$ cat config.mk
export PLATFORM = sky130hd
export DESIGN_NAME = tmr2_top
export DESIGN_NICKNAME = d
export VERILOG_FILES = /design/src/hw/tmr2_pkg.sv /design/src/hw/tmr2_top.sv /design/src/hw/tmr2_sync.sv
export SDC_FILE = /design/constraint.sdc
export NUM_CORES = 1
export LEC_CHECK = 0
export BUFFER_PORTS_ARGS = -buffer_cell sky130_fd_sc_hd__buf_4
export CORE_MARGIN = 5
export CORE_UTILIZATION = 35
export CTS_BUF_LIST = sky130_fd_sc_hd__clkbuf_8
export CTS_CLUSTER_DIAMETER = 50
export CTS_CLUSTER_SIZE = 24
export DETAILED_ROUTE_END_ITERATION = 8
export PLACE_DENSITY_LB_ADDON = 0.1
export SLEW_MARGIN = 5
export SYNTH_ARGS = -nofsm -noshare
export SYNTH_HDL_FRONTEND = slang
export SYNTH_SLANG_ARGS = --single-unit
$ cat constraint.sdc
create_clock -name i_mclk -period 4.3 [get_ports i_mclk]
set_input_delay 0.43 -clock i_mclk [delete_from_list [all_inputs] [get_ports i_mclk]]
set_output_delay 0.43 -clock i_mclk [all_outputs]
set_load 0.01 [all_outputs]
$ cat src/hw/tmr2_pkg.sv
// Constants, register map and state carriers for the timer-two block.
// Assumes an APB master on i_mclk and pins brought in from outside the clock domain.
// What this block does
// - Capture mode, external enable: trigger fall copies count bytes into reload/capture.
// - Capture mode trigger fall also sets external flag, which can interrupt.
// - Down-count enable resets to zero; when set in reload mode, trigger pin level sets direction.
// - Up-only reload mode: count to FFFF, overflow sets flag, loads reload value.
// - Up-only with external enable: trigger fall reloads and sets external flag.
// - Up-only reload: overflow or external flag requests interrupt when enabled.
// - Down-count enabled, trigger high: count up, overflow at FFFF, set flag, reload.
// - Down-count, trigger low: count down, underflow at reload value, set flag, load FFFF.
// - Down-count enabled: external flag toggles per over/underflow, no interrupt.
// - Receive or transmit clock select set enters baud-rate generator mode.
// - Clock-out pin: 50% duty, osc divided by four times (65536 minus reload).
// - Clock-out rollovers request no interrupt, as in baud-rate mode.
// - Baud generation and clock-out run together from the shared reload value.
// - Clock-out port pin doubles as external count input in counter operation.
// - Run bit starts timer when one, stops it when zero.
// - Counter select: clear counts osc/12 (osc/2 baud or clock-out), set counts input falls.
// - Overflow flag set by overflow, cleared by software, never set in baud mode.
// - External enable clear: trigger transitions ignored for capture and reload.
package tmr2_pkg;

  // Register byte addresses
  localparam logic [11:0] TMR2_CTRL_ADDR = 12'h000;
  localparam logic [11:0] TMR2_MODE_ADDR = 12'h004;
  localparam logic [11:0] TMR2_CNT_ADDR = 12'h008;
  localparam logic [11:0] TMR2_RCAP_ADDR = 12'h00C;
  localparam logic [11:0] TMR2_IE_ADDR = 12'h010;

  // Control register bit positions
  localparam int TMR2_B_RELOAD_SEL = 0;
  localparam int TMR2_B_TC_SEL = 1;
  localparam int TMR2_B_RUN = 2;
  localparam int TMR2_B_EXT_EN = 3;
  localparam int TMR2_B_TX_CLK = 4;
  localparam int TMR2_B_RX_CLK = 5;
  localparam int TMR2_B_EXT_FLAG = 6;
  localparam int TMR2_B_OVF_FLAG = 7;
  // Mode register bit positions
  localparam int TMR2_B_DOWN_COUNT_ENABLE = 0;
  localparam int TMR2_B_CLK_OE = 1;

  // Reset values and maximum count
  localparam logic [7:0] TMR2_CTRL_RST = 8'h00;
  localparam logic [1:0] TMR2_MODE_RST = 2'h0;
  localparam logic [15:0] TMR2_CNT_RST = 16'h0000;
  localparam logic [15:0] TMR2_RCAP_RST = 16'h0000;
  localparam logic [15:0] TMR2_CNT_MAX = 16'hFFFF;

  // Prescale counts in core clocks
  localparam logic [3:0] TMR2_DIV_TIMER = 4'hC;
  localparam logic [3:0] TMR2_DIV_BAUD = 4'h2;
  localparam logic [3:0] TMR2_DIV_CLKOUT = 4'h2;

  typedef enum logic [1:0] {
    TMR2_M_RELOAD = 2'b00,
    TMR2_M_CAPTURE = 2'b01,
    TMR2_M_BAUD = 2'b10,
    TMR2_M_CLKOUT = 2'b11
  } tmr2_mode_e;

  typedef struct packed {
    logic ovf_flag;
    logic ext_flag;
    logic rx_clk_sel;
    logic tx_clk_sel;
    logic ext_en;
    logic run;
    logic tc_sel;
    logic reload_sel;
  } tmr2_ctrl_s;

  typedef struct packed {
    logic clk_oe;
    logic down_count_enable;
  } tmr2_moder_s;

  typedef struct packed {
    logic psel;
    logic penable;
    logic pwrite;
    logic [11:0] paddr;
    logic [31:0] pwdata;
  } tmr2_apb_req_s;

  typedef struct packed {
    logic pready;
    logic pslverr;
    logic [31:0] prdata;
  } tmr2_apb_rsp_s;

endpackage : tmr2_pkg

$ cat src/hw/tmr2_top.sv
// Timer-two core: capture, auto-reload up/down, baud tick and clock-out.
// Assumes an APB master on i_mclk; trigger and count pins are asynchronous.
//
// The register offsets and the APB slave port are this design's own decisions.
`timescale 1ns/1ns
module tmr2_top
  import tmr2_pkg::*;
(
  // Clock, reset, enable
  input wire logic i_mclk,
  input wire logic i_rst_b,
  input wire logic i_ce,
  // APB slave
  input wire logic i_psel,
  input wire logic i_penable,
  input wire logic i_pwrite,
  input wire logic [11:0] i_paddr,
  input wire logic [31:0] i_pwdata,
  output logic o_pready,
  output logic o_pslverr,
  output logic [31:0] o_prdata,
  // Pins
  input wire logic i_trigger_pin,
  input wire logic i_clock_out_port_pin,
  output logic o_clock_out_port_pin,
  output logic o_clock_out_port_pin_oe,
  // Status
  output logic o_irq,
  output logic o_baud_tick
);

  typedef struct packed {
    tmr2_ctrl_s ctrl;
    tmr2_moder_s moder;
    logic [15:0] cnt;
    logic [15:0] rcap;
    logic irq_en;
    logic [3:0] pre;
    logic cko;
    logic cko_oe;
    logic irq;
    logic baud_tick;
    tmr2_apb_rsp_s rsp;
  } tmr2_state_s;

  tmr2_state_s st_reg;
  tmr2_state_s st_next;

  logic trig_lvl;
  logic trig_fall;
  logic cin_fall;

  tmr2_sync u_trig_sync (
    .i_mclk(i_mclk),
    .i_rst_b(i_rst_b),
    .i_ce(i_ce),
    .i_pin(i_trigger_pin),
    .o_level(trig_lvl),
    .o_fall(trig_fall)
  );

  tmr2_sync u_cin_sync (
    .i_mclk(i_mclk),
    .i_rst_b(i_rst_b),
    .i_ce(i_ce),
    .i_pin(i_clock_out_port_pin),
    .o_level(),
    .o_fall(cin_fall)
  );

  tmr2_apb_req_s req;
  assign req = '{psel: i_psel, penable: i_penable, pwrite: i_pwrite,
                 paddr: i_paddr, pwdata: i_pwdata};

  tmr2_mode_e mode;
  logic baud;
  logic cko_on;
  logic tick;
  logic ext_evt;
  logic roll_up;
  logic roll_dn;
  logic count_down;
  logic wr;
  logic rd;
  logic [3:0] div;
  logic ovf_set;
  logic ext_set;
  logic ext_tgl;

  always_comb begin
    baud = st_reg.ctrl.rx_clk_sel | st_reg.ctrl.tx_clk_sel;
    // Clock-out may run beside baud generation
    cko_on = st_reg.moder.clk_oe & ~st_reg.ctrl.reload_sel & ~st_reg.ctrl.tc_sel;
    if (baud) begin
      mode = TMR2_M_BAUD;
    end else if (cko_on) begin
      mode = TMR2_M_CLKOUT;
    end else if (st_reg.ctrl.reload_sel) begin
      mode = TMR2_M_CAPTURE;
    end else begin
      mode = TMR2_M_RELOAD;
    end
  end

  always_comb begin
    st_next = st_reg;
    st_next.baud_tick = 1'b0;
    wr = req.psel & req.penable & req.pwrite;
    rd = req.psel & ~req.penable & ~req.pwrite;
    ovf_set = 1'b0;
    ext_set = 1'b0;
    ext_tgl = 1'b0;
    roll_up = 1'b0;
    roll_dn = 1'b0;
    tick = 1'b0;
    // Prescaler picks osc/12, osc/2 for baud or clock-out
    if (baud) begin
      div = TMR2_DIV_BAUD;
    end else if (cko_on) begin
      div = TMR2_DIV_CLKOUT;
    end else begin
      div = TMR2_DIV_TIMER;
    end
    if (st_reg.ctrl.run) begin
      if (st_reg.ctrl.tc_sel) begin
        tick = cin_fall;
      end else if (st_reg.pre >= div - 4'h1) begin
        tick = 1'b1;
        st_next.pre = 4'h0;
      end else begin
        st_next.pre = st_reg.pre + 4'h1;
      end
    end
    count_down = st_reg.moder.down_count_enable & ~trig_lvl & (mode == TMR2_M_RELOAD);
    ext_evt = trig_fall & st_reg.ctrl.ext_en & ~baud;
    if (tick) begin
      if (count_down) begin
        if (st_reg.cnt == st_reg.rcap) begin
          roll_dn = 1'b1;
          st_next.cnt = TMR2_CNT_MAX;
        end else begin
          st_next.cnt = st_reg.cnt - 16'h0001;
        end
      end else if (st_reg.cnt == TMR2_CNT_MAX) begin
        roll_up = 1'b1;
        if (mode == TMR2_M_CAPTURE) begin
          st_next.cnt = 16'h0000;
        end else begin
          st_next.cnt = st_reg.rcap;
        end
      end else begin
        st_next.cnt = st_reg.cnt + 16'h0001;
      end
    end
    if (roll_up || roll_dn) begin
      if (baud) begin
        st_next.baud_tick = 1'b1;
      end else if (!cko_on) begin
        ovf_set = 1'b1;
      end
      if (cko_on) begin
        st_next.cko = ~st_reg.cko;
      end
      if (st_reg.moder.down_count_enable && mode == TMR2_M_RELOAD) begin
        ext_tgl = 1'b1;
      end
    end
    if (ext_evt && !(st_reg.moder.down_count_enable && mode == TMR2_M_RELOAD)) begin
      if (mode == TMR2_M_CAPTURE) begin
        st_next.rcap = st_reg.cnt;
        ext_set = 1'b1;
      end else if (mode == TMR2_M_RELOAD) begin
        st_next.cnt = st_reg.rcap;
        ext_set = 1'b1;
      end
    end
    st_next.cko_oe = cko_on;
    // APB: one wait-free access phase
    st_next.rsp.pready = 1'b1;
    st_next.rsp.pslverr = 1'b0;
    if (rd) begin
      case (req.paddr)
        TMR2_CTRL_ADDR: st_next.rsp.prdata = {24'h000000, st_reg.ctrl};
        TMR2_MODE_ADDR: st_next.rsp.prdata = {30'h0, st_reg.moder};
        TMR2_CNT_ADDR: st_next.rsp.prdata = {16'h0000, st_reg.cnt};
        TMR2_RCAP_ADDR: st_next.rsp.prdata = {16'h0000, st_reg.rcap};
        TMR2_IE_ADDR: st_next.rsp.prdata = {31'h0, st_reg.irq_en};
        default: st_next.rsp.prdata = 32'h00000000;
      endcase
      st_next.rsp.pslverr = !(req.paddr inside {TMR2_CTRL_ADDR, TMR2_MODE_ADDR,
                              TMR2_CNT_ADDR, TMR2_RCAP_ADDR, TMR2_IE_ADDR});
    end else if (req.psel && !req.penable) begin
      st_next.rsp.prdata = 32'h00000000;
      st_next.rsp.pslverr = !(req.paddr inside {TMR2_CTRL_ADDR, TMR2_MODE_ADDR,
                              TMR2_CNT_ADDR, TMR2_RCAP_ADDR, TMR2_IE_ADDR});
    end
    if (wr) begin
      case (req.paddr)
        TMR2_CTRL_ADDR: begin
          st_next.ctrl = tmr2_ctrl_s'(req.pwdata[7:0]);
        end
        TMR2_MODE_ADDR: begin
          st_next.moder = tmr2_moder_s'(req.pwdata[1:0]);
        end
        TMR2_CNT_ADDR: begin
          st_next.cnt = req.pwdata[15:0];
        end
        TMR2_RCAP_ADDR: begin
          st_next.rcap = req.pwdata[15:0];
        end
        TMR2_IE_ADDR: begin
          st_next.irq_en = req.pwdata[0];
        end
        default: begin
          st_next.irq_en = st_reg.irq_en;
        end
      endcase
    end
    // Hardware set or toggle wins over a software write
    if (ovf_set) begin
      st_next.ctrl.ovf_flag = 1'b1;
    end
    if (ext_set) begin
      st_next.ctrl.ext_flag = 1'b1;
    end
    if (ext_tgl) begin
      st_next.ctrl.ext_flag = ~st_reg.ctrl.ext_flag;
    end
    // Interrupt: overflow flag, or external flag outside down-count mode
    st_next.irq = st_next.irq_en & (st_next.ctrl.ovf_flag |
                  (st_next.ctrl.ext_flag & ~st_next.moder.down_count_enable));
  end

  always_ff @(posedge i_mclk or negedge i_rst_b) begin
    if (!i_rst_b) begin
      st_reg <= '0;
    end else if (i_ce) begin
      st_reg <= st_next;
    end
  end

  assign o_pready = st_reg.rsp.pready;
  assign o_pslverr = st_reg.rsp.pslverr;
  assign o_prdata = st_reg.rsp.prdata;
  assign o_clock_out_port_pin = st_reg.cko;
  assign o_clock_out_port_pin_oe = st_reg.cko_oe;
  assign o_irq = st_reg.irq;
  assign o_baud_tick = st_reg.baud_tick;

endmodule : tmr2_top

$ cat src/hw/tmr2_sync.sv
// Two-flop synchroniser with previous-sample falling edge detect.
// Assumes an asynchronous pin input and a clock enable that freezes it.
`timescale 1ns/1ns
module tmr2_sync
  import tmr2_pkg::*;
(
  // Clock and reset
  input wire logic i_mclk,
  input wire logic i_rst_b,
  input wire logic i_ce,
  // Pin
  input wire logic i_pin,
  // Result
  output logic o_level,
  output logic o_fall
);

  typedef struct packed {
    logic s1;
    logic s2;
    logic s3;
  } tmr2_sync_s;

  tmr2_sync_s st_reg;
  tmr2_sync_s st_next;

  always_comb begin
    st_next = st_reg;
    st_next.s1 = i_pin;
    st_next.s2 = st_reg.s1;
    st_next.s3 = st_reg.s2;
  end

  always_ff @(posedge i_mclk or negedge i_rst_b) begin
    if (!i_rst_b) begin
      st_reg <= 3'b111;
    end else if (i_ce) begin
      st_reg <= st_next;
    end
  end

  assign o_level = st_reg.s2;
  assign o_fall = st_reg.s3 & ~st_reg.s2;

endmodule : tmr2_sync

# Word level (Yosys, flattened, before mapping)
# Cells that the tools add are included.
[word_totals]
elab_cells = 127
output_inout_bits = 38
ff_bits = 91
inputBits = 52
[op_classes]
order_cmp = 1
reduce_logical = 16
add_sub_neg = 4
mux = 46
n_eq_ne = 7
bitwise_logic = 26
[op_table]
columns = ["op", "n"]
rows = [
  ["2-to-1 mux 16 bit", 10],
  ["one-hot mux 16 bit (5 select lines)", 1],
  ["2-to-1 mux 33 bit", 2],
  ["2-to-1 mux 43 bit", 1],
  ["2-to-1 mux 32 bit", 1],
  ["== test 12 x 4 -> 1 bit (second input constant)", 2],
  ["2-to-1 mux 1 bit", 24],
  ["adder 16 x 1 -> 16 bit (second input constant)", 1],
  ["== test 16 bit", 1],
  ["== test 16 bit (second input constant)", 1],
  ["subtractor 16 x 1 -> 16 bit (second input constant)", 1],
  ["bitwise AND 1 bit", 14],
  ["== test 12 x 3 -> 1 bit (second input constant)", 1],
  ["== test 12 x 5 -> 1 bit (second input constant)", 1],
  ["zero test 12 bit", 1],
  ["2-to-1 mux 4 bit", 3],
  ["AND reduction 3 bit", 4],
  ["inverter 1 bit", 10],
  ["2-to-1 mux 8 bit", 1],
  ["2-to-1 mux 2 bit", 3],
  ["nonzero test 5 bit", 1],
  ["adder 4 x 1 -> 4 bit (second input constant)", 1],
  [">= comparator 4 bit", 1],
  ["subtractor 4 x 1 -> 4 bit (second input constant)", 1],
  ["8 further kinds", 13],
]

# Logic depth before layout (Yosys ltp)
# Gate-level depths: netlist of the first run.
[logic_depth]
depth_word = 21
ltp_mapped = 11
mapped_depth_nobuf = 10

# Modules after synthesis
# A second synthesis of the first run with hierarchy kept.
[hier_totals]
hier_cells = 648
area_unflattened_um2 = 5502.8
[by_module_without_submodules]
columns = ["mod", "area_each_um2", "seq_area_each_um2", "instances", "cells_per_inst"]
rows = [
  ["tmr2_top", 5265.0, 1726.7, 1, 634],
  ["tmr2_sync", 118.9, 78.8, 2, 7],
]

# Least setup slack after synthesis of the first run
# OpenSTA, ideal clock, no wires.
[synth_timing]
path_type = "flip-flop to flip-flop"
start = "reg st_reg[78] (netlist name)"
end = "reg st_reg[83] (netlist name)"
synth_period_minus_slack_ns = 2.804
setup_ns = 0.151
slack_ns = 1.496
path_stages_with_launch = 10
arrival_time_ns = 2.652
cell_sequence = "dfrtp_1 nand2b_1 o21ai_0 ha_1 a211o_1 a211oi_2 or2_2 a21oi_1 a2111oi_0 a221oi_1"
[synth_via]
elab_chain_cells = 13
[synth_lines]
columns = ["item", "line", "rtl"]
rows = [
  ["from (decl)", "tmr2_top.sv:46", "tmr2_state_s st_reg;"],
  ["from (signal assigned)", "tmr2_top.sv:238", "st_reg <= st_next;"],
  ["inverter 1 bit (no source line)", "--", ""],
  ["bitwise AND 1 bit", "tmr2_top.sv:93", "cko_on = st_reg.moder.clk_oe & ~st_reg.ctrl.reload_sel & ~st_reg.ctrl.tc_sel;"],
  ["2-to-1 mux 4 bit", "tmr2_top.sv:119", "end else if (cko_on) begin"],
  ["2-to-1 mux 4 bit", "tmr2_top.sv:117", "if (baud) begin"],
  ["subtractor 4 x 1 -> 4 bit", "tmr2_top.sv:127", "end else if (st_reg.pre >= div - 4'h1) begin"],
  [">= comparator 4 bit", "tmr2_top.sv:127", ""],
  ["2-to-1 mux 1 bit", "tmr2_top.sv:127", ""],
  ["2-to-1 mux 1 bit", "tmr2_top.sv:125", "if (st_reg.ctrl.tc_sel) begin"],
  ["2-to-1 mux 1 bit", "tmr2_top.sv:124", "if (st_reg.ctrl.run) begin"],
  ["2-to-1 mux 1 bit", "tmr2_top.sv:136", "if (tick) begin"],
  ["logical OR 1 bit", "tmr2_top.sv:155", "if (roll_up || roll_dn) begin"],
  ["2-to-1 mux 1 bit", "tmr2_top.sv:155", ""],
  ["2-to-1 mux 1 bit *", "tmr2_top.sv:226", "if (ext_tgl) begin"],
]
# Every way passes the cells marked *; elsewhere a longest branch is shown, timed or not.
# A chain may end at the register's enable or synchronous reset.

# Worst setup path in the final report of the first run
# Same ends and word-level chain as after synthesis.

==> results.md, run 1 <==
* Synth Warn # at 0
* Largest family of logic cells by synthesized area: simple AND/OR/NAND/NOR gates
* Final nets at 713
* Number of diodes at 0
* R2R depth at 9
* Crit path capture: st_reg[83]
* Crit share post-route at 0.802
* Dpl ws at 0.890 ns
* Layout cells sized above 1 at 0.188
* Synth Flop Type: dfrtp_1
* Maximum vdd ir drop at between 0.1 and 0.15 mV
* Worst Setup SP: st_reg[78]
* Mapped Area at roughly 5300 sq um
* PD cells at 293 nW/um^2
* Max clock buf depth at 2
* Final setup vio count at 0
* Yosys cell types at just under 70
* Post-DR wirelength/cell at just over 20 um
* Chip height at 133 um
* Post-synth top cells: dfrtp_1 (69), nor2_1 (64), nand2_1 (56)
* Largest register FFs at 47
* Residual DRC at 0
* Min-Delay Path Class: primary input to async pin
* CTS sink cnt at 75
* Seq cells post-synth at between 70 and 80
* Grt total ovfl at 0
* Compound-Gate Fraction of Synth Area at 0.199
* Max FO, Critical Path at 12
* Start of the worst register-to-register path: st_reg[78]
* Via count at between 4000 and 5000
* Yosys top cell area share at 0.326
* Core Box Area at about 15000 sq um
* Largest net degree at the start of global routing at 76
* Initial antenna violation count at 0
* Critical path data arrival time at around 3.7 ns
* Final worst slack at about 0.85 ns
* Clk_skew at around 0.016 ns
* Worst-path clk slew at around 0.080 ns
* Final wirelength at between 15 and 20 mm
* Final min period at between 3 and 4 ns
* Most common cell in the synthesized netlist: dfrtp_1
* Post-synth EDFFs at 0
* Hold WS at 0.212 ns
* Worst Setup Start Kind: flip-flop
* Adder-cell share of the synthesized area at 0.0118
* Post-CTS setup repair buffer count at 0
* Starting DRT DRC Count at between 300 and 400
* H-tree Lvls at 3
* Placed inst area at between 5000 and 6000 sq um
* CP endpoint kind: flip-flop
* Max-Cap Viols at 0
* DRT antenna net count at 0
* Final Max Slew Viols at 0
* Mean Syn Cell Area at 8.31 sq um
* CTS buffer count at 9
* Outcome: finished, final reports clean
* Post-synth top area cell: dfrtp_1
* Max frequency at a little under 0.3 GHz
* Post-Synth Simple-Gate Area at 0.223
* CTS tree: built
* Critical path required time at approximately 4.5 ns
* Ys async rst share at 1.00
* Tot Pwr at 1.73 mW
* Resize count post-CTS at 0
* Cell Rows at 45
* Xor and xnor area share after synthesis at 0.0397
* Critical path type: flip-flop to flip-flop
* Initial DRT Pass Iterations at 6
* Vias per cell at ~5.6
* Die area at 17700 sq um
* TNS Setup at 0 ns
* Number of top-level pins at 90
* Fraction of synthesized area in multiplexers at 0.0771
* Clock Latency Late Sink at between 0.3 and 0.4 ns
* Die width at roughly 130 um
* Final Non-Filler Cells at approximately 850
* Register area share after synthesis at 0.356
* Final Instance Area at 5890 sq um
* Worst-margin pin slew at ~1.0 ns
* Synth area leaders: dfrtp_1 (33%), buf_4 (4.8%), a21oi_1 (4.5%), nor2_1 (4.5%), o21ai_0 (4.3%)
* Starting density of the core at 0.352
* Unrepaired setup endpoints after global routing: no
* Utilization after layout at 0.392
* Setup slack, reg-to-reg at approximately 0.85 ns
* Number of placed instances with taps included at around 830
* Root Driver: clkbuf_8
* Global-route wire length before repair at around 27 mm
* Gp weighted congestion at between 0.8 and 0.9
* Synth Instances at ~640
* LEAKAGE at 2.54 nW
* Reg2reg end: st_reg[83]
* Area grow syn2layout at 11.2%
* Slew Limit Headroom at 0.327
* Overall Global Routing Usage at 0.195
* Hold buffer count at CTS at 0
* Vias in the first global route at ~4700
* Fin. Hold Viols at 0
* HPWL after DPL at between 10 and 15 mm
* Port buffer count at 57
cells in the final DEF (no fill, tap or decap), types with 18 or more instances in the layout:
cell type,n
nor2_1,64
a21oi_1,48
nand2_1,56
buf_4,68
xor2_1,20
nand3_1,29
mux2_2,18
o22ai_1,21
o21ai_0,45
dfrtp_1,69
critical path, cell delays in order (launching register included):
cell and delay [ns]:
dfrtp_1 0.44, nand2b_1 0.24, o21ai_0 0.28, ha_1 0.29, a211o_1 0.32, a211oi_2 0.44, or2_2 0.39, a21oi_1 0.13
a2111oi_0 0.58, a221oi_1 0.18
power breakdown:
part	switching [mW]	leakage [nW]	internal, mW
Sequential	0.0700	0.956	0.743
Clock	0.307	0.121	0.357
Combinational	0.139	1.46	0.111
Total	0.516	2.54	1.21
worst min-delay path by stage:
stage / to / slack [ns] / from
after global routing: u_trig_sync.st_next[1] / 0.26 / i_trigger_pin
after CTS: o_prdata[0] / 0.24 / i_pwrite
final: st_reg[40] / 0.21 / i_rst_b
after detailed placement: o_prdata[0] / 0.46 / o_prdata[0]
after floorplan: o_baud_tick / 0.13 / i_rst_b
after global placement: o_pready / 0.46 / o_pready
cells by family after synthesis:
family,Yosys count
AND/OR/NAND/NOR,236
flip-flops,75
adder cells (fa/ha/maj),5
buffers and inverters,90
other,1
XOR/XNOR,24
AO/OA/AOI/OAI,170
multiplexers,36
metal layers:
layer,wire (um),vias to the layer above,share of wire,global-route usage
met2,7530,157,0.44,0.295
met4,473,0,0.028,0.0779
met5,0,-,0,0
met1,8000,2310,0.47,0.272
li1,-,2286,-,-
met3,1070,36,0.063,0.0392
cell type report:
| cell class | instances | area [sq um] |
|---|---|---|
| Inverter | 15 | 56.3 |
| Multi-Input combinational cell | 487 | 2970 |
| Sequential cell | 75 | 1880 |
| Clock buffer | 11 | 151 |
| Timing Repair Buffer | 68 | 510 |
| Tap cell | 188 | 235 |
| Fill cell | 1569 | 9150 |
| Clock inverter | 5 | 77.6 |
(Power assumes the default switching activity.)
==> inputs of run 2 (changes only) <==
Clock period 4.3 ns to 2.8 ns, I/O delays scaled along.
==> results.md, run 2 (synthesis gave the netlist of run 1 again) <==
* Global-route wire length before repair at 27.6 mm
* Worst-margin pin slew at just over 0.6 ns
* Final wirelength at approximately 17 mm
* Worst Setup Start Kind: flip-flop
* Initial antenna violation count at 0
* Residual DRC at 0
* Clock Latency Late Sink at between 0.3 and 0.4 ns
* Pint at 1.85 mW
* Setup slack, reg-to-reg at 0.13 ns
* HPWL after DPL at 13.0 mm
* Die area at 17700 sq um
* Sw Share at 0.307
* Clock network fraction of total power at 0.370
* Worst-path clk slew at about 0.10 ns
* Via count at a little over 5000
* CTS buffer count at 9
* Gp weighted congestion at between 0.8 and 0.9
* Root Driver: clkbuf_8
* Psw at slightly above 800 uW
* LEAKAGE at around 2.8 nW
* Critical path required time at a little over 3 ns
* DRT antenna net count at 0
* Post-DR wirelength/cell at 19.3 um
* Overall Global Routing Usage at 0.198
* Critical path data arrival time at roughly 3.0 ns
* Max clock buf depth at 2
* CP endpoint kind: flip-flop
* Final setup vio count at 0
* Unrepaired setup endpoints after global routing: yes
* R2R depth at 12
* Cell Rows at between 40 and 50
* Post-CTS setup repair buffer count at 0
* PD cells at roughly 430 nW/um^2
* Max-Cap Viols at 0
* Layout cells sized above 1 at 0.251
* Utilization after layout at 0.417
* Final nets at around 760
* Final Max Slew Viols at 0
* Chip height at about 130 um
* Clk_skew at between 0.01 and 0.015 ns
* Commonest cells after routing, fill and taps aside: buf_4 (115), dfrtp_1 (67), nor2_1 (63), nand2_1 (56), a21oi_1 (48)
* Starting density of the core at 0.352
* Vias per cell at between 5 and 6
* Critical path type: flip-flop to flip-flop
* Largest net degree at the start of global routing at 38
* Max FO, Critical Path at 3
* Core Box Area at 15000 sq um
* Hold EP: o_prdata[0]
* Number of diodes at 0
* Hold_sp: i_pwrite
* H-tree Lvls at 3
* Final Instance Area at 6260 sq um
* Placed inst area at about 6000 sq um
* Final min period at between 2 and 3 ns
* Comb pwr share at 0.170
* Starting DRT DRC Count at around 410
* Number of top-level pins at 90
* CTS sink cnt at 75
* Max frequency at about 0.37 GHz
* Commonest non-fill, non-tap cell in the layout: buf_4
* Fin. Hold Viols at 0
* Dpl ws at -0.122 ns
* Initial DRT Pass Iterations at 5
* Port buffer count at 57
* Grt total ovfl at 0
* CTS tree: built
* Area grow syn2layout at 18.3%
* Number of stages on the worst hold path at 2
* Reg2reg end: st_reg[61]
* Die width at 133 um
* Start of the worst register-to-register path: st_reg[78]
* Largest register FFs at 47
* Min-Delay Path Class: primary input to flip-flop
* Vias in the first global route at 4880
* Crit share post-route at 0.954
* Outcome: finished, final reports clean
* Final worst slack at about 0.13 ns
* Hold WS at ~0.11 ns
* Slew Limit Headroom at 0.594
* Power share of the sequential group at 0.460
* Maximum vdd ir drop at ~0.25 mV
[run 2: cell types whose count changed in the layout (fill, tap and decap cells not counted), moves of 2 or more]
cell,before,now
clkbuf_8,11,9
buf_4,68,115
inv_6,0,2
dfrtp_1,69,67
dfrtp_2,0,2
[run 2: power groups by stage]
stage | Combinational, mW | Sequential [mW] | Clock (mW)
global placement | 0.441 | 1.24 | 0
floorplan | 0.337 | 1.19 | 0
CTS | 0.450 | 1.22 | 1.01
detailed placement | 0.447 | 1.24 | 0
global route | 0.501 | 1.23 | 1.07
finish | 0.453 | 1.22 | 0.986
[run 2: worst max path at each step]
| stage | from | endpoint |
|---|---|---|
| floorplan | st_reg[78] | o_irq |
| global placement | st_reg[78] | st_reg[72] |
| detailed placement | st_reg[78] | st_reg[72] |
| CTS | st_reg[78] | st_reg[83] |
| global route | st_reg[78] | st_reg[61] |
| finish | st_reg[78] | st_reg[61] |
[run 2: final cells by class]
type	instances	area, sq um
fillers	1530	8770
clock inverters	7	98.8
flip-flops and latches	75	1890
inverters	15	56.3
well taps	188	235
repair buffers	116	873
multi-input cells	487	2990
clock buffers	9	124
[run 2: metrics by stage]
stage               std cells  TNS (ns)  total power, mW
detailed placement        880    -0.271             1.69
CTS                       897         0             2.68
global placement          880    -0.159             1.68
global route              897   -0.0498             2.80
finish                    897         0             2.66
floorplan                 652         0             1.53
[run 2: what timing repair did]
| item | CTS | global route |
|---|---|---|
| pin swaps | 0 | 1 |
| hold buffers | 1 | 0 |
| setup endpoints to repair | 8 | 8 |
| resized for setup | 2 | 5 |
| endpoints found under the hold margin | 31 | 0 |
[run 2: critical path, cell delays in order, from the launching register on]
cell,delay [ns]
dfrtp_1,0.39
nand2b_1,0.17
o21ai_2,0.15
ha_1,0.25
a211o_1,0.32
a211oi_2,0.28
buf_4,0.15
buf_4,0.11
nor3_2,0.06
a221oi_1,0.30
o22ai_1,0.12
and3_1,0.19
o22ai_1,0.12
[run 2: per-layer routing]
metal	GRT usage	share of wire	up-vias
li1	-	-	2396
met1	0.283	0.47	2438
met4	0.0629	0.018	0
met5	0	0	-
met3	0.0464	0.066	24
met2	0.295	0.44	195
